==> src/verilog/apt_pkg.sv <==
package apt_pkg;
	// ----------------------------------------
	// Register map (indices on the plain port)
	// ----------------------------------------
	localparam logic [3:0] ADDR_PHASE_LOW = 4'h0;
	localparam logic [3:0] ADDR_PHASE_HIGH = 4'h1;
	localparam logic [3:0] ADDR_RES_LOW = 4'h2;
	localparam logic [3:0] ADDR_RES_HIGH = 4'h3;
	localparam logic [3:0] ADDR_PER_LOW = 4'h4;
	localparam logic [3:0] ADDR_PER_HIGH = 4'h5;
	localparam logic [3:0] ADDR_CTRL = 4'h6;
	localparam logic [3:0] ADDR_FLAGS = 4'h7;
	// ----------------------------------------
	// Field positions and widths
	// ----------------------------------------
	localparam int CNT_W = 16;
	localparam int PHS_W = 10;
	localparam int CTRL_MODE_BIT = 0;
	localparam int FLAG_PHASE_BIT = 0;
	localparam int FLAG_PERIOD_BIT = 1;
	localparam int FLAG_MISS_BIT = 2;
	// ----------------------------------------
	// Reset values and thresholds
	// ----------------------------------------
	localparam logic [15:0] RES_RESET = 16'h0000;
	localparam logic [7:0] CTRL_RESET = 8'h00;
	localparam logic [15:0] MISS_MARGIN = 16'h0002;
endpackage

==> src/verilog/apt_divider.sv <==
`timescale 1ns/10ps
module apt_divider (
	// Clock and reset
	input wire logic clk_i,
	input wire logic rst_i,
	// Control
	input wire logic tick_i,
	input wire logic restart_i,
	input wire logic [15:0] limit_i,
	// Output
	output logic pulse_o
);
	logic [15:0] count;
	logic [15:0] next_count;

	// Counts 0..limit, so the ratio is limit plus one
	always_comb begin
		next_count = count;
		pulse_o = 1'b0;
		if (restart_i) begin
			next_count = 16'h0000;
		end else if (tick_i) begin
			if (count >= limit_i) begin
				next_count = 16'h0000;
				pulse_o = 1'b1;
			end else begin
				next_count = count + 16'h0001;
			end
		end
	end

	always_ff @(posedge clk_i or posedge rst_i) begin
		if (rst_i) begin
			count <= 16'h0000;
		end else begin
			count <= next_count;
		end
	end
endmodule // apt_divider

==> src/verilog/apt_core.sv <==
// The address map and the strobed register port were decided locally.
`timescale 1ns/10ps
// Overview of operation
// - Clock over resolution plus one increments the period counter.
// - Single-pulse mode latches the period counter on each input pulse.
// - Clock divided by latched period plus one advances the phase counter.
// - Each phase pulse drives phase clock out and sets phase event flag.
// - Phase counter starts at zero; single mode final value is resolution.
// - Single mode: phase counter returns to zero on next input pulse.
// - Multi mode: clear period on every pulse, latch it except after a miss.
// - First pulse after a miss: period pulse, period flag, phase clear.
// - High phase register shows bits nine and eight, upper six zero.
// - Low phase register shows eight low phase bits, zero at reset.
module apt_core (
	// Clock and reset
	input wire logic clk_i,
	input wire logic rst_i,
	// Input signal
	input wire logic sig_i,
	// Register port
	input wire logic [3:0] addr_i,
	input wire logic [7:0] wdata_i,
	input wire logic wr_i,
	input wire logic rd_i,
	output logic [7:0] rdata_o,
	// Event outputs
	output logic phase_clock_out_o,
	output logic period_clock_out_o
);
	// ----------------------------------------
	// State
	// ----------------------------------------
	typedef enum logic [0:0] {
		APT_ARMED = 1'b0,
		APT_MISSED = 1'b1
	} apt_miss_t;

	logic [15:0] resolution_setting;
	logic [15:0] next_resolution_setting;
	logic [7:0] ctrl;
	logic [7:0] next_ctrl;
	logic [15:0] period_cnt;
	logic [15:0] next_period_cnt;
	logic [15:0] period_latch;
	logic [15:0] next_period_latch;
	logic [9:0] phase_count;
	logic [9:0] next_phase_count;
	logic [2:0] flags;
	logic [2:0] next_flags;
	logic [7:0] next_rdata;
	logic sig_q;
	logic period_clk_q;
	logic next_period_clk;
	apt_miss_t miss_st;
	apt_miss_t next_miss_st;
	logic sig_rise;
	logic per_tick;
	logic phs_tick;
	logic multi_mode;
	logic miss_now;
	logic restart_per;
	logic [16:0] miss_limit;

	assign sig_rise = sig_i & ~sig_q;
	assign multi_mode = ctrl[apt_pkg::CTRL_MODE_BIT];
	assign miss_limit = {1'b0, period_latch} + {1'b0, apt_pkg::MISS_MARGIN};
	assign miss_now = multi_mode && (miss_st == APT_ARMED) &&
		({1'b0, period_cnt} > miss_limit);
	assign restart_per = sig_rise &&
		!(multi_mode && miss_st == APT_MISSED);

	// ----------------------------------------
	// Dividers
	// ----------------------------------------
	apt_divider u_res_div (
		.clk_i(clk_i),
		.rst_i(rst_i),
		.tick_i(1'b1),
		.restart_i(1'b0),
		.limit_i(resolution_setting),
		.pulse_o(per_tick)
	);

	apt_divider u_phs_div (
		.clk_i(clk_i),
		.rst_i(rst_i),
		.tick_i(1'b1),
		.restart_i(sig_rise),
		.limit_i(period_latch),
		.pulse_o(phs_tick)
	);

	assign phase_clock_out_o = phs_tick;
	assign period_clock_out_o = period_clk_q;

	// ----------------------------------------
	// Measurement and phase logic
	// ----------------------------------------
	always_comb begin
		next_period_cnt = period_cnt;
		next_period_latch = period_latch;
		next_phase_count = phase_count;
		next_miss_st = miss_st;
		next_period_clk = 1'b0;
		next_flags = flags;
		if (restart_per) begin
			// Latch then clear; count includes zero
			next_period_latch = period_cnt;
			next_period_cnt = 16'h0000;
		end else if (per_tick && period_cnt != 16'hFFFF) begin
			next_period_cnt = period_cnt + 16'h0001;
		end
		if (!multi_mode) begin
			next_miss_st = APT_ARMED;
			if (sig_rise) begin
				next_phase_count = 10'h000;
				next_period_clk = 1'b1;
			end else if (phs_tick &&
				{6'h00, phase_count} < resolution_setting) begin
				// Holds at the final value until the next pulse
				next_phase_count = phase_count + 10'h001;
			end
		end else begin
			if (miss_now) begin
				next_miss_st = APT_MISSED;
			end
			if (sig_rise && miss_st == APT_MISSED) begin
				next_miss_st = APT_ARMED;
				next_period_clk = 1'b1;
				next_phase_count = 10'h000;
				next_period_cnt = 16'h0000;
			end else if (phs_tick) begin
				next_phase_count = phase_count + 10'h001;
			end
		end
		// Hardware set wins over a software clear in the same cycle
		if (wr_i && addr_i == apt_pkg::ADDR_FLAGS) begin
			next_flags = flags & ~wdata_i[2:0];
		end
		if (phs_tick) begin
			next_flags[apt_pkg::FLAG_PHASE_BIT] = 1'b1;
		end
		if (next_period_clk && multi_mode) begin
			next_flags[apt_pkg::FLAG_PERIOD_BIT] = 1'b1;
		end else if (next_period_clk) begin
			next_flags[apt_pkg::FLAG_PERIOD_BIT] = 1'b1;
		end
		if (miss_now) begin
			next_flags[apt_pkg::FLAG_MISS_BIT] = 1'b1;
		end
	end

	always_ff @(posedge clk_i or posedge rst_i) begin
		if (rst_i) begin
			sig_q <= 1'b0;
			period_cnt <= 16'h0000;
			period_latch <= 16'h0000;
			phase_count <= 10'h000;
			miss_st <= APT_ARMED;
			period_clk_q <= 1'b0;
			flags <= 3'h0;
		end else begin
			sig_q <= sig_i;
			period_cnt <= next_period_cnt;
			period_latch <= next_period_latch;
			phase_count <= next_phase_count;
			miss_st <= next_miss_st;
			period_clk_q <= next_period_clk;
			flags <= next_flags;
		end
	end

	// ----------------------------------------
	// Register port
	// ----------------------------------------
	always_comb begin
		next_resolution_setting = resolution_setting;
		next_ctrl = ctrl;
		next_rdata = 8'h00;
		if (wr_i) begin
			case (addr_i)
				apt_pkg::ADDR_RES_LOW: begin
					next_resolution_setting[7:0] = wdata_i;
				end
				apt_pkg::ADDR_RES_HIGH: begin
					next_resolution_setting[15:8] = wdata_i;
				end
				apt_pkg::ADDR_CTRL: begin
					next_ctrl = wdata_i;
				end
				default: begin
				end
			endcase
		end
		if (rd_i) begin
			case (addr_i)
				apt_pkg::ADDR_PHASE_LOW: next_rdata = phase_count[7:0];
				apt_pkg::ADDR_PHASE_HIGH: begin
					next_rdata = {6'h00, phase_count[9:8]};
				end
				apt_pkg::ADDR_RES_LOW: next_rdata = resolution_setting[7:0];
				apt_pkg::ADDR_RES_HIGH: next_rdata = resolution_setting[15:8];
				apt_pkg::ADDR_PER_LOW: next_rdata = period_latch[7:0];
				apt_pkg::ADDR_PER_HIGH: next_rdata = period_latch[15:8];
				apt_pkg::ADDR_CTRL: next_rdata = ctrl;
				apt_pkg::ADDR_FLAGS: next_rdata = {5'h00, flags};
				default: next_rdata = 8'h00;
			endcase
		end
	end

	always_ff @(posedge clk_i or posedge rst_i) begin
		if (rst_i) begin
			resolution_setting <= apt_pkg::RES_RESET;
			ctrl <= apt_pkg::CTRL_RESET;
			rdata_o <= 8'h00;
		end else begin
			resolution_setting <= next_resolution_setting;
			ctrl <= next_ctrl;
			rdata_o <= next_rdata;
		end
	end

	// ----------------------------------------
	// Assertions
	// ----------------------------------------
	AST_PHASE_FLAG: assert property (@(posedge clk_i)
		disable iff (rst_i)
		phs_tick |=> flags[apt_pkg::FLAG_PHASE_BIT])
		else $error("phase flag not set by phase pulse");
	AST_SINGLE_LATCH: assert property (@(posedge clk_i)
		disable iff (rst_i)
		(sig_rise && !multi_mode) |=> period_latch == $past(period_cnt))
		else $error("period not latched on pulse");
	AST_SINGLE_WRAP: assert property (@(posedge clk_i)
		disable iff (rst_i)
		(sig_rise && !multi_mode) |=> phase_count == 10'h000)
		else $error("phase not cleared on pulse");
	// A lowered resolution may leave the count above it; it must then hold
	AST_PHASE_MAX: assert property (@(posedge clk_i)
		disable iff (rst_i)
		(!multi_mode && !sig_rise &&
		{6'h00, phase_count} >= resolution_setting) |=> $stable(phase_count))
		else $error("phase passed resolution");
	AST_PHASE_STEP: assert property (@(posedge clk_i)
		disable iff (rst_i)
		(phs_tick && !sig_rise && multi_mode && miss_st == APT_ARMED)
		|=> phase_count == $past(phase_count) + 10'h001)
		else $error("phase did not advance");
	// A phase pulse restarts its divider, so two never come back to back unless the latched period is zero
	AST_PHS_SPACING: assert property (@(posedge clk_i)
		disable iff (rst_i)
		(phs_tick && !sig_rise && period_latch != 16'h0000) |=> !phs_tick)
		else $error("phase pulses too close");
	AST_MISS_RECOVER: assert property (@(posedge clk_i)
		disable iff (rst_i)
		(multi_mode && sig_rise && miss_st == APT_MISSED) |=>
		period_clk_q && phase_count == 10'h000 &&
		flags[apt_pkg::FLAG_PERIOD_BIT])
		else $error("missing pulse recovery wrong");
	AST_MULTI_LATCH: assert property (@(posedge clk_i)
		disable iff (rst_i)
		(multi_mode && sig_rise && miss_st == APT_ARMED) |=>
		period_cnt == 16'h0000 && period_latch == $past(period_cnt))
		else $error("multi latch wrong");
	AST_NO_PER_CLK: assert property (@(posedge clk_i)
		disable iff (rst_i)
		(multi_mode && sig_rise && miss_st == APT_ARMED) |=> !period_clk_q)
		else $error("period pulse on a regular pulse");
	AST_MISS_NO_LATCH: assert property (@(posedge clk_i)
		disable iff (rst_i)
		(multi_mode && sig_rise && miss_st == APT_MISSED) |=>
		period_cnt == 16'h0000 && period_latch == $past(period_latch))
		else $error("pulse after a miss was latched");
	AST_MISS_DETECT: assert property (@(posedge clk_i)
		disable iff (rst_i)
		miss_now |=> flags[apt_pkg::FLAG_MISS_BIT] && miss_st == APT_MISSED)
		else $error("missing pulse not flagged");
	AST_HIGH_READ: assert property (@(posedge clk_i)
		disable iff (rst_i)
		(rd_i && addr_i == apt_pkg::ADDR_PHASE_HIGH) |=>
		rdata_o == {6'h00, $past(phase_count[9:8])})
		else $error("high phase read wrong");
	AST_LOW_READ: assert property (@(posedge clk_i)
		disable iff (rst_i)
		(rd_i && addr_i == apt_pkg::ADDR_PHASE_LOW) |=>
		rdata_o == $past(phase_count[7:0]))
		else $error("low phase read wrong");
	AST_PER_TICK: assert property (@(posedge clk_i)
		disable iff (rst_i)
		(resolution_setting == 16'h0000 && $stable(resolution_setting))
		|-> per_tick)
		else $error("divider ratio wrong");
	AST_PER_SPACING: assert property (@(posedge clk_i)
		disable iff (rst_i)
		(per_tick && resolution_setting != 16'h0000) |=>
		(!per_tick || resolution_setting == 16'h0000))
		else $error("period ticks too close");
	AST_PERIOD_COUNT: assert property (@(posedge clk_i)
		disable iff (rst_i)
		(per_tick && !sig_rise && period_cnt != 16'hFFFF) |=>
		period_cnt == $past(period_cnt) + 16'h0001)
		else $error("period counter did not advance");
endmodule // apt_core

==> config.mk <==
export PLATFORM = sky130hd
export DESIGN_NAME = apt_core
export DESIGN_NICKNAME = d
export VERILOG_FILES = /design/src/verilog/apt_pkg.sv /design/src/verilog/apt_divider.sv /design/src/verilog/apt_core.sv
export SDC_FILE = /design/constraint.sdc
export NUM_CORES = 1
export LEC_CHECK = 0
export BUFFER_PORTS_ARGS = -buffer_cell sky130_fd_sc_hd__buf_2
export CAP_MARGIN = 20
export CELL_PAD_IN_SITES_DETAIL_PLACEMENT = 1
export CELL_PAD_IN_SITES_GLOBAL_PLACEMENT = 2
export CORE_MARGIN = 5
export CORE_UTILIZATION = 41
export DETAILED_ROUTE_END_ITERATION = 10
export MAX_ROUTING_LAYER = met4
export PLACE_DENSITY = 0.92
export SLEW_MARGIN = 25
export SYNTH_ARGS = -nofsm -noshare
export SYNTH_HDL_FRONTEND = slang
export SYNTH_SLANG_ARGS = --single-unit
==> constraint.sdc <==
create_clock -name clk_i -period 4.1 [get_ports clk_i]
set_clock_uncertainty 0.1 [all_clocks]
set_input_delay 0.41 -clock clk_i [delete_from_list [all_inputs] [get_ports clk_i]]
set_output_delay 0.41 -clock clk_i [all_outputs]
set_load 0.005 [all_outputs]
==> out/summary.md, run 1 <==
The run finished with clean final reports. The clock net in this run drives a total of 112 sinks. TritonCTS built the clock tree.

The final period demand of the worst path is 3118 ps, and the row count is 47. The run gives 0 as the count of hold buffers inserted by post-cts repair. During synthesis, Yosys emitted a total of 0 warnings. The clock tree synthesis step divided the H-tree into 3 levels. The post-route clock period utilization works out to 0.7606. The final number of hold-violating endpoints is 0. The tools report the total iterations of the first detailed-routing run as 4. The share of async-settable or async-resettable flops after synthesis is 1.000, and the number of cells produced by synthesis is 699.

For this design the total switching power over the nets is 921.7 uW. In the post-synthesis netlist, the biggest area contributors are sky130_fd_sc_hd__dfrtp_1, sky130_fd_sc_hd__ha_1, sky130_fd_sc_hd__mux2_2, sky130_fd_sc_hd__xnor2_1, sky130_fd_sc_hd__nor2_1. The netlist uses 67 different library cells. Dividing the synthesized area by the synthesized cell count gives 9.847 sq um.

The number of cells on the worst reg-to-reg path is 12. Wire length per cell after detailed routing: 21.15 um. The number of buffers added by the clock tree synthesis step was 9; the antenna diode count was 0. In this run the critical register-to-register path is launched from period_latch[3]$_DFFE_PP0P_. The standby leakage power was 0.003447 uW; the vertical extent of the die was 139.6 um. Entering global routing, the biggest net connects 56 pins. Dividing the detail-routed via count by the number of cells gives 5.710.

The run gives 0.2177 as the total track usage. Yosys mapped a number of flops with a built-in enable equal to 0. After synthesis the cells add up to 0.006883 sq mm.

Summed over all failing endpoints, the final setup total negative slack is 0 ps. Flip-flop and latch count after synthesis: 112. Setup repair after global routing left no endpoint under its margin. The first global-routing pass estimated 32.49 mm of wire. The power per cell area is 379.9 mW/mm^2, and the buffers inserted during post-CTS setup optimization is 0.

The tools report the final layout net count as 799. The number of buffers on the longest clock path was 2; the initial antenna violation count was 0. The area share of the largest cell type after synthesis works out to 0.4072. The fill cell instance count of the final layout is 1877.

The die is 139.6 um wide. The class of the tightest hold or removal check is primary input to async pin. The routed layout has 5396 vias. Detailed placement finished with a half-perimeter wire length of 15.37 mm. The tools report the number of global-route vias before repair as 5878. The routed design has 19.99 mm of wire. The tools report the sequential cell fraction of total power as 0.486. The design internal power came out at 1934 uW.

Data arrives at the worst endpoint at 2610 ps. The endpoint of the worst-slack reg-to-reg timing path is miss_st$_DFFE_PP0P_. Worst endpoint required time: 3590 ps. The share of the yosys chip area belonging to registers came out at 0.4072. The top achievable clock speed was 320.7 MHz. The type of the worst setup path was flop to output port. For this run, the leading register cell type out of synthesis is sky130_fd_sc_hd__dfrtp_1. After clock tree synthesis, the repair step resized 0 gates.

Of all nets on the critical path, the largest fanout is 8. At the end of routability-driven placement, the weighted congestion stood at 0.9124. The final core area utilization is 0.4550. The slew at the pin with the worst max-slew slack works out to 830.2 ps. The net switching share of the total power was 0.3227. The max-slew violation count was 0; the total congestion overflow was 0.

The net count after synthesis was 778. The worst setup path is launched from a flop. For this run, design rule violations remaining after detail routing come to 0.

Across all register-to-register paths, the minimum setup slack is 1240 ps. In this run, the number of DRC markers left after iteration 0 of detailed routing was 354. The share of cells above drive strength 1 was 0.1448; the I/O pin total was 27. The logs give 0.01652 sq mm for the core region area and 0.0002151 V for the peak ir drop on the vdd network.

The critical path endpoint category was an output port. The combinational share of power was 0.208. The detail route stage leaves a number of antenna-violating nets equal to 0. Setup violations remaining at the end of the flow were counted as 0. sky130_fd_sc_hd__dfrtp_1 takes more of the synthesized area than any other cell. For the starting density of the core, the log shows 0.4165. Across the run, the number of max-cap violations was 0.

During placement, the flow inserted port buffers numbering 26. Compared with the post-synthesis result, the final layout area differs by 9.235%. For the worst-skew pair, the clock arrives at the later sink with an insertion delay of 360 ps. The run gives 0.306 as the clock network power share. The headroom to the max-slew limit was 0.4452; the clock transition at the registers of the reported paths was 70 ps. For the die area, the log shows 0.01948 sq mm. The tree is rooted in a sky130_fd_sc_hd__clkbuf_16.
[worst max-delay path, cell delays in order, from the launching register on]
cell and delay, ps:
sky130_fd_sc_hd__dfrtp_1 440, sky130_fd_sc_hd__inv_1 70, sky130_fd_sc_hd__ha_1 260, sky130_fd_sc_hd__nand2b_1 140, sky130_fd_sc_hd__a2111oi_1 500, sky130_fd_sc_hd__a2111oi_2 140, sky130_fd_sc_hd__nor3_4 430, sky130_fd_sc_hd__nor2_1 110
sky130_fd_sc_hd__buf_2 150
[power groups by stage]
stage	logic, uW	registers [uW]	clock network (uW)
after global placement	553	1400	0
final	594	1390	874
after floorplan	430	1340	0
after CTS	602	1390	899
after global routing	676	1400	937
after detailed placement	596	1410	0
[worst max path at each step]
stage	to	cells past startpoint	start
4_1_cts	phase_clock_out_o	8	u_phs_div.count[0]$_DFF_PP0_
3_3_place_gp	flags[2]$_DFFE_PP0P_	11	period_latch[1]$_DFFE_PP0P_
2_1_floorplan	ctrl[0]$_DFFE_PP0P_	1	rst_i
3_5_place_dp	flags[2]$_DFFE_PP0P_	12	period_latch[3]$_DFFE_PP0P_
5_1_grt	phase_clock_out_o	8	u_phs_div.count[0]$_DFF_PP0_
6_report	phase_clock_out_o	8	u_phs_div.count[0]$_DFF_PP0_
[layout by cell type, fill, tap and decap left out, types with 3 or more instances in the layout]
master	n
sky130_fd_sc_hd__nor3_1	6
sky130_fd_sc_hd__nand4_1	15
sky130_fd_sc_hd__buf_4	3
sky130_fd_sc_hd__buf_2	26
sky130_fd_sc_hd__xor2_1	18
sky130_fd_sc_hd__o21ai_0	19
sky130_fd_sc_hd__clkbuf_16	9
sky130_fd_sc_hd__mux2_2	37
sky130_fd_sc_hd__a21oi_1	28
sky130_fd_sc_hd__a211oi_1	4
sky130_fd_sc_hd__nand2b_1	8
sky130_fd_sc_hd__ha_1	62
sky130_fd_sc_hd__xnor2_1	30
sky130_fd_sc_hd__dfrtp_1	112
sky130_fd_sc_hd__nor2b_1	8
sky130_fd_sc_hd__nand3_1	39
sky130_fd_sc_hd__and4_1	3
sky130_fd_sc_hd__a22o_1	3
sky130_fd_sc_hd__nand2_1	56
sky130_fd_sc_hd__nor2_1	69
sky130_fd_sc_hd__and2_1	3
sky130_fd_sc_hd__a21o_1	10
sky130_fd_sc_hd__a221oi_1	4
sky130_fd_sc_hd__a31oi_1	8
sky130_fd_sc_hd__inv_1	47
sky130_fd_sc_hd__mux2i_1	12
sky130_fd_sc_hd__a22oi_1	5
sky130_fd_sc_hd__and3_1	20
sky130_fd_sc_hd__nor4_1	4
[sequential cells by signal (all words and copies together), names as in the netlist, 3 cells and up]
signal	cells
ctrl	8
flags	3
period_cnt	16
period_latch	16
phase_count	10
rdata_o	8
resolution_setting	16
u_phs_div.count	16
u_res_div.count	16
[logic make-up (layout without fill, tap and decap cells)]
family | Yosys count | in the layout | synth area share
adders and majority gates | 62 | 62 | 0.1127
AOI/OAI and AO/OA | 113 | 113 | 0.1202
and+or+nand+nor | 247 | 247 | 0.1785
DFF | 112 | 112 | 0.4072
muxes | 50 | 50 | 0.08126
buffers and inverters | 67 | 93 | 0.03908
xor gates and xnor gates | 48 | 48 | 0.06108
[synthesized netlist by cell type (4+ instances only)]
cell type                  number
sky130_fd_sc_hd__a21oi_1       28
sky130_fd_sc_hd__nand2_1       56
sky130_fd_sc_hd__o21ai_0       19
sky130_fd_sc_hd__nand4_1       15
sky130_fd_sc_hd__nor4_1         4
sky130_fd_sc_hd__and3_1        20
sky130_fd_sc_hd__mux2i_1       12
sky130_fd_sc_hd__clkbuf_1      13
sky130_fd_sc_hd__nand2b_1       8
sky130_fd_sc_hd__nor2b_1        9
sky130_fd_sc_hd__a21o_1        10
sky130_fd_sc_hd__nor3_1         6
sky130_fd_sc_hd__a221oi_1       4
sky130_fd_sc_hd__mux2_2        37
sky130_fd_sc_hd__a22oi_1        5
sky130_fd_sc_hd__nor2_1        69
sky130_fd_sc_hd__nand3_1       39
sky130_fd_sc_hd__a31oi_1        8
sky130_fd_sc_hd__inv_1         48
sky130_fd_sc_hd__xnor2_1       30
sky130_fd_sc_hd__ha_1          62
sky130_fd_sc_hd__dfrtp_1      112
sky130_fd_sc_hd__a211oi_1       4
sky130_fd_sc_hd__xor2_1        18
[final cells by class]
class	instances	area (sq um)	share of cell area
sequential	112	2803	0.3728
inverter	48	182.7	0.02430
tap	220	275.3	0.03661
clock inverter	5	38.79	0.005159
clock buffer	11	252.7	0.03362
timing repair buffer	29	152.6	0.02030
multi-input combinational	520	3814	0.5072
[per-layer routing]
layer,global-route usage,wire length (um),up-vias,part of all wire
li1,-,-,2529,-
met3,0.03328,742,31,0.037
met1,0.2747,8914,2726,0.45
met4,0.08108,550,0,0.028
met2,0.3560,9779,110,0.49
met5,-,0,-,0
[per-stage QoR]
stage               total power, uW  instance area, sq um  cells  hold WS, ps  worst slack (ps)
floorplan                      1773                  6883    699        341.4             631.0
global placement               1950                  7227    929        363.5              1364
detailed placement             2002                  7227    929        373.0              1278
CTS                            2887                  7518    945        71.38             927.6
global route                   3017                  7518    945        82.38             830.9
finish                         2856                  7518    945        62.77             981.7
Note: power is estimated with default switching activity, not from simulation.
==> run 2, diff against run 1 <==
- ABC_AREA: not set -> 1
- CORE_UTILIZATION: 41 -> 37
- PLACE_DENSITY: 0.92 -> 0.91
- clock period: 4.1 -> 3.1 ns (I/O delays scaled with it)
==> out/summary.md, run 2 <==
The logs give 20.17 mm (+0.92%) for the routed wire length and 941 (+35%) for the number of cells produced by synthesis. Total number of clock tree sinks: 112 (unchanged). The die area is 0.02230 sq mm (+14%). Yosys attributes the largest share of cell area to sky130_fd_sc_hd__dfrtp_1, sky130_fd_sc_hd__nand2_1, sky130_fd_sc_hd__ha_1, sky130_fd_sc_hd__inv_1, sky130_fd_sc_hd__nor2_1.

The vertical extent of the die was 149.3 um (+7.0%). Final hold slack: 1.395 ps (-61.37 ps). In this run the critical register-to-register path is launched from period_latch[1]$_DFFE_PP0P_. The tools report the area of the mapped netlist as 0.007183 sq mm (+4.4%). The flow ran to the end, and the final reports show no timing, DRC or antenna violations.

The tools report the vias after detailed routing as 6248 (+16%). The final design instance area without fill came out at 0.007961 sq mm (+5.9%). The signal arrival time at the worst endpoint was 2840 ps (+230 ps); the headroom to the max-slew limit was 0.3812 (-0.06395).

The most numerous cell type found on the critical path is sky130_fd_sc_hd__nand2_1. The clock transition at the registers of the reported paths came out at 80 ps (about the same). The tools report the origin of the worst setup path as period_latch[1]$_DFFE_PP0P_.

The share of cells above drive strength 1 is 0.07566 (-0.06916). The share of async-settable or async-resettable flops after synthesis is 1.000 (unchanged), and the distinct cell type count after synthesis is 40 (-40%). sky130_fd_sc_hd__nand2_1 is the most common cell in the netlist. Traced cell by cell, the critical path runs through inv_1 -> nor3_2 -> nand2_1 -> nor3_2 -> nand2_1 -> xor2_1 -> ha_1 -> inv_1 -> nor3_1 -> nand4_1 -> nand2_1 -> a21oi_1 -> nand2_1 -> nand2_1. The number of warnings printed during yosys synthesis was 0 (unchanged). The total congestion overflow is 0 (unchanged). The run gives 0.3902 (-0.01702) as the share of the yosys chip area belonging to registers. For the post-route DRC violation count, the log shows 0 (unchanged). The logs give 0 (unchanged) for the buffers inserted during post-CTS setup optimization and 1052 (+32%) for the final layout net count. Synthesized area divided by synthesized cell count: 7.634 sq um (-22%).

The number of buffer cells added on primary ports was 26 (unchanged). Largest fanout on the critical path: 4 (-4). The area share of the largest cell type after synthesis was 0.3902 (-0.01702).

The number of flops mapped to enable cells by yosys works out to 0 (unchanged). The core region area was 0.01927 sq mm (+17%). STA classifies the critical path endpoint as a flop.

The starting density of the core came out at 0.3727 (-0.04378). The max-slew violation count is 0 (unchanged), and the flip-flop and latch count after synthesis is 112 (unchanged). The number of buffers added by the clock tree synthesis step is 9 (unchanged), and the multiplexer fraction of the synthesized cell area is 0 (-0.08126). The post-placement cell count is 1226 (+32%).

The number of standard cells in the final layout excluding fillers is 1243 (+32%), and the share of synthesized cell area in full adder, half adder and majority cells is 0.1080 (-0.004712). The initial antenna violation count is 0 (unchanged), and the global-route wire length before repair is 33.86 mm (+4.2%). Wire length per cell after detailed routing: 16.23 um (-23%).

For the final count of negative-setup-slack endpoints, the log shows 0 (unchanged). Count of antenna-violating nets left after detailed routing: 0 (unchanged). The run gives 345 (-2.5%) as the violation count after the first detailed-route iteration. The complex-gate fraction of the synthesized area is 0.1040 (-0.01617). The number of global-route vias before repair was 6480 (+10%); the post-route clock period utilization was 0.8658. The H-tree depth was 3 (unchanged).

The critical path in this run is classified as flop to flop. The number of cell instances on the worst register-to-register path works out to 14 (+2). The via density per instance was 5.027 (-12%); the xor-xnor portion of the synthesized cell area was 0.04633 (-0.01475).

Largest net degree at the start of global routing: 46 (-18%). TritonCTS built the clock tree. Routability congestion estimate: 0.8283 (-9.2%).

The antenna diode count came out at 0 (unchanged). The routed design could run at a clock period as short as 2684 ps. Leaving out fill and tap cells, the most frequent cell in the layout is sky130_fd_sc_hd__nand2_1. The sum of negative setup slack was 0 ps (unchanged); the maximum cell stage delay along the critical path was 380 ps (-120 ps). The min-delay analysis places its worst path in the category primary input to async pin.

STA classifies the critical path startpoint as a flop. Net count after synthesis: 1020 (+31%). The total track usage is 0.1968 (-0.02096), and the number of buffers on the longest clock path is 2 (unchanged).

The run gives 360 ps (about the same) as the clock latency on the worst-skew pair. The worst register-to-register path ends at flags[2]$_DFFE_PP0P_. For the standby leakage power, the log shows 0.003892 uW (+13%). The logs give 51 (+8.5%) for the row count and 5 (+1) for the total iterations of the first detailed-routing run. The power per cell area was 629.0 mW/mm^2 (+66%); the I/O pin total was 27 (unchanged). The worst endpoint required time is 3260 ps (-330 ps). In the layout the commonest cells are sky130_fd_sc_hd__nand2_1, sky130_fd_sc_hd__inv_1, sky130_fd_sc_hd__dfrtp_1, sky130_fd_sc_hd__nor2_1, sky130_fd_sc_hd__ha_1.

The slew at the pin with the worst max-slew slack was 925.9 ps (+95.70 ps); the reg2reg setup slack was 420 ps (-820 ps). The run gives 15.75 mm (+2.5%) as the sum of net half-perimeters after detailed placement. The cell with the biggest individual delay on the critical path was sky130_fd_sc_hd__dfrtp_1. The main combinational cell family by area after synthesis was simple AND/OR/NAND/NOR gates.

By count the netlist is led by sky130_fd_sc_hd__nand2_1, sky130_fd_sc_hd__inv_1, sky130_fd_sc_hd__dfrtp_1, sky130_fd_sc_hd__nor2_1, sky130_fd_sc_hd__ha_1. The tools report the final number of hold-violating endpoints as 0 (unchanged). The run gives 0.007665 sq mm (+6.1%) as the placed standard-cell area. The area growth from synthesis to layout is 10.83%. The die width works out to 149.3 um (+7.0%). Setup repair after global routing left no endpoint under its margin. For this run, the top clock speed supported by timing is 372.6 MHz. The main flop type after synthesis is sky130_fd_sc_hd__dfrtp_1.

The area share of and/or/nand/nor cells after synthesis is 0.2721 (+0.09357). CTS placed an instance of sky130_fd_sc_hd__clkbuf_16 at the clock tree root. The run gives 0 (unchanged) as the max-capacitance violation count. Library cell occupying the most area in the post-synthesis netlist: sky130_fd_sc_hd__dfrtp_1. Peak ir drop on the vdd network: 0.0002886 V (+34%).
[run 2: worst max path at each step]
stage	to	slack, ps	depth (start not counted)
2_1_floorplan	flags[2]$_DFFE_PP0P_	800	16
3_3_place_gp	flags[2]$_DFFE_PP0P_	510	14
3_5_place_dp	flags[2]$_DFFE_PP0P_	380	14
4_1_cts	flags[2]$_DFFE_PP0P_	340	14
5_1_grt	flags[2]$_DFFE_PP0P_	70	16
6_report	flags[2]$_DFFE_PP0P_	420	14
[run 2: area by class of cell]
class	count	area, sq um
fillers	2439	11310
multi-input cells	681	3815
flip-flops and latches	112	2803
inverters	131	495.5
well taps	265	331.6
clock buffers	10	239.0
repair buffers	38	235.2
clock inverters	6	42.54
[run 2: report_power, final]
part	internal, uW	switching (uW)
combinational	658	1190
clock	570	580
sequential	1710	301
[run 2: per-layer routing]
metal	vias up	track usage	share of wire	wire length [um]
li1	3145	-	-	-
met1	3020	0.2497	0.46	9285
met2	65	0.3360	0.50	10130
met3	18	0.02492	0.025	505
met4	0	0.04714	0.012	250
met5	-	-	0	0
[run 2: worst max-delay path, delay by kind of cell (launching register included)]
family | cells | cell delay (ps)
buffers and inverters | 2 | 170
AOI/OAI and AO/OA | 1 | 50
xor gates and xnor gates | 1 | 170
DFF | 1 | 380
and+or+nand+nor | 9 | 1410
adders and majority gates | 1 | 300
[run 2: logic make-up (layout without fill, tap and decap cells)]
logic type,after synthesis,in the layout
flip-flops,112,112
buffers and inverters,148,185
AND/OR/NAND/NOR,444,444
adder cells (fa/ha/maj),62,62
AO/OA/AOI/OAI,137,137
XOR/XNOR,38,38
[run 2: stage by stage]
step / worst slack (ps) / power (uW) / utilization
2_1_floorplan: 802.0 / 3284 / -
3_3_place_gp: 505.0 / 3833 / 0.3977
3_5_place_dp: 380.0 / 3908 / 0.3977
4_1_cts: 336.5 / 5081 / 0.4129
5_1_grt: 72.45 / 5463 / 0.4131
6_report: 416.1 / 5008 / 0.4131
[run 2: repair_timing]
item | 4_1_cts | 5_1_grt
endpoints found under the hold margin | 1 | 0
hold buffers | 1 | 0
endpoints found under the setup margin | 0 | 2
gates resized for setup | 0 | 1
==> run 3, diff against run 2 <==
==> constraint.sdc (replaced) <==
create_clock -name clk_i -period 3.1 [get_ports clk_i]
set_clock_uncertainty 0.1 [all_clocks]
set_input_delay 0.62 -clock clk_i [delete_from_list [all_inputs] [get_ports clk_i]]
set_output_delay 0.62 -clock clk_i [all_outputs]
set_load 0.005 [all_outputs]
==> out/summary.md, run 3 (synthesis gave the netlist of run 2 again) <==
The flow ran to the end, and the final reports show no timing, DRC or antenna violations. The number of buffer cells added on primary ports was 26 (unchanged). The total track usage was 0.2000 (+0.003266); the headroom to the max-slew limit was 0.5675 (+0.1862).

The largest fanout on the critical path was 3 (-1); the instance count on the critical path was 16 (+2). The logs give 0 (unchanged) for the final number of hold-violating endpoints and 27 (unchanged) for the I/O pin total. The logs give 0 ps (unchanged) for the sum of negative setup slack and 3240 ps (-20 ps) for the worst endpoint required time. In this run the worst hold path is classified as primary input to async pin. The H-tree depth was 3 (unchanged).

Walking the worst path, the cells encountered are ha_1 -> nand3_1 -> nor2_1 -> nand2_1 -> nor2_1 -> nand2_1 -> o31ai_1 -> nand2_1 -> ha_1 -> inv_1 -> nor3_1 -> nand4_1 -> nand2_1 -> a21oi_1 -> nand2_1 -> nand2_1. TritonCTS built the clock tree. The routability congestion estimate is 0.8452 (+2.0%). The cell at the root of the clock tree was sky130_fd_sc_hd__clkbuf_16. The signal arrival time at the worst endpoint was 2880 ps (+40 ps); the largest net degree at the start of global routing was 39 (-15%).

Wire length per cell after detailed routing: 16.42 um (+1.2%). The via density per instance works out to 5.086 (+1.2%). The final period demand of the worst path came out at 2737 ps (+52.79 ps). The initial antenna violation count is 0 (unchanged). Row count: 51 (unchanged).

The cell with the biggest individual delay on the critical path was sky130_fd_sc_hd__dfrtp_1. Max-slew violation count: 0 (unchanged). Number of global-route vias before repair: 6649 (+2.6%). The critical path endpoint category is a flop. The logs give 2025 uW (-2.1%) for the switching component of the power and 15.92 mm (+1.1%) for the sum of net half-perimeters after detailed placement. The clock network power share came out at 0.258 (+0.028).

Clock latency on the worst-skew pair: 360 ps (about the same). Count of hold buffers inserted by post-cts repair: 0 (-1). The run gives 0 (unchanged) as the antenna diode count. From synthesis to final layout, the design area changed by 11.88%.

The run gives 365.4 MHz (-1.9%) as the top achievable clock speed. For the post-placement cell count, the log shows 1225 (-0.082%). The buffers inserted during post-CTS setup optimization is 0 (unchanged), and the post-route DRC violation count is 0 (unchanged). The cell family with the largest share of critical-path delay is simple AND/OR/NAND/NOR gates. The combinational share of power is 0.354 (-0.015). The fill cell instance count of the final layout is 2438 (-0.041%). The design internal power is 3145 uW (+7.0%). The share of cells above drive strength 1 was 0.07472 (-0.0009461). The number of buffers added by the clock tree synthesis step is 9 (unchanged), and the final layout net count is 1051 (-0.095%).

Leaving out fill and tap cells, the most frequent cell in the layout is sky130_fd_sc_hd__nand2_1. Global-route wire length before repair: 34.73 mm (+2.6%). Counting stages on the worst path, the most repeated cell is sky130_fd_sc_hd__nand2_1. The power per cell area works out to 643.3 mW/mm^2 (+2.3%). For the total congestion overflow, the log shows 0 (unchanged). In the layout the commonest cells are sky130_fd_sc_hd__nand2_1, sky130_fd_sc_hd__inv_1, sky130_fd_sc_hd__dfrtp_1, sky130_fd_sc_hd__nor2_1, sky130_fd_sc_hd__ha_1. The die area is 0.02230 sq mm (unchanged). The count of antenna-violating nets left after detailed routing was 0 (unchanged). The sequential cell fraction of total power is 0.388 (-0.014). The die width is 149.3 um (unchanged), and the quantity of gates resized following cts is 0 (unchanged). The violation count after the first detailed-route iteration was 255 (-26%); the post-route clock period utilization was 0.8828 (+0.01703). The peak ir drop on the vdd network is 0.0003406 V (+18%), and the starting density of the core is 0.3727 (unchanged). The vias after detailed routing came out at 6317 (+1.1%). The total number of clock tree sinks is 112 (unchanged). The final count of negative-setup-slack endpoints is 0 (unchanged).

STA classifies the critical path startpoint as a flop. Setup repair after global routing left no endpoint under its margin. The max-capacitance violation count is 0 (unchanged). The worst setup path is of the flop to flop kind. The clock transition at the registers of the reported paths was 70 ps (about the same). The total iterations of the first detailed-routing run came out at 5 (unchanged). Vertical extent of the die: 149.3 um (unchanged). The core region area is 0.01927 sq mm (unchanged).

The number of cell instances on the worst register-to-register path was 16 (+2). The net switching share of the total power came out at 0.3917 (-0.02125). The slew at the pin with the worst max-slew slack is 647.0 ps (-278.9 ps). The number of buffers and inverters on the critical path was 1 (-1); the standby leakage power was 0.003928 uW (+0.92%). The maximum cell stage delay along the critical path is 380 ps (about the same), and the number of buffers on the longest clock path is 2 (unchanged).

The number of standard cells in the final layout excluding fillers is 1242 (-0.080%), and the routed wire length is 20.39 mm (+1.1%).
-- run 3: path summary, 6_finish.rpt --
| path | from | end | slack, ps |
|---|---|---|---|
| worst max-delay path | period_latch[1]$_DFFE_PP0P_ | miss_st$_DFFE_PP0P_ | 360 |
| worst min-delay path | rst_i | period_cnt[2]$_DFF_PP0_ | 190 |
| worst max register to register | period_latch[1]$_DFFE_PP0P_ | miss_st$_DFFE_PP0P_ | 360 |
| worst min register to register | u_phs_div.count[0]$_DFF_PP0_ | u_phs_div.count[0]$_DFF_PP0_ | 360 |
| max in group asynchronous | rst_i | resolution_setting[15]$_DFFE_PP0P_ | 2120 |
| min in group clk_i | sig_i | sig_q$_DFF_PP0_ | 290 |
-- run 3: power groups by stage --
| stage | Sequential [uW] | Clock [uW] | Combinational [uW] |
|---|---|---|---|
| 4_1_cts | 2010 | 1380 | 1860 |
| 5_1_grt | 2050 | 1440 | 2140 |
| 6_report | 2000 | 1330 | 1830 |
| 3_5_place_dp | 2040 | 0 | 1840 |
| 3_3_place_gp | 2030 | 0 | 1770 |
| 2_1_floorplan | 1930 | 0 | 1360 |
-- run 3: cell type report --
cell class,instances,area [sq um],area share
Multi-Input combinational cell,681,3812,0.4744
Sequential cell,112,2803,0.3487
Inverter,131,495.5,0.06165
Tap cell,265,331.6,0.04126
Timing Repair Buffer,37,257.7,0.03207
Clock buffer,10,229.0,0.02849
Clock inverter,6,107.6,0.01339
-- run 3: metrics by stage --
stage | setup slack, ps | util | hold slack, ps | cell area [sq um] | power (uW)
floorplan | 802.0 | - | 332.2 | 7187 | 3284
global placement | 461.7 | 0.3980 | 345.1 | 7670 | 3800
detailed placement | 402.0 | 0.3980 | 362.5 | 7670 | 3880
CTS | 348.4 | 0.4155 | 273.3 | 8006 | 5252
global route | 89.21 | 0.4170 | 203.6 | 8036 | 5633
finish | 363.3 | 0.4170 | 192.5 | 8036 | 5170
-- run 3: routing by layer --
| layer | GRT usage | up-vias | share of wire | routed length [um] |
|---|---|---|---|---|
| li1 | - | 3144 | - | - |
| met1 | 0.2545 | 3080 | 0.46 | 9331 |
| met5 | - | - | 0 | 0 |
| met4 | 0.03844 | 0 | 0.013 | 269 |
| met3 | 0.03434 | 17 | 0.028 | 567 |
| met2 | 0.3390 | 76 | 0.50 | 10230 |
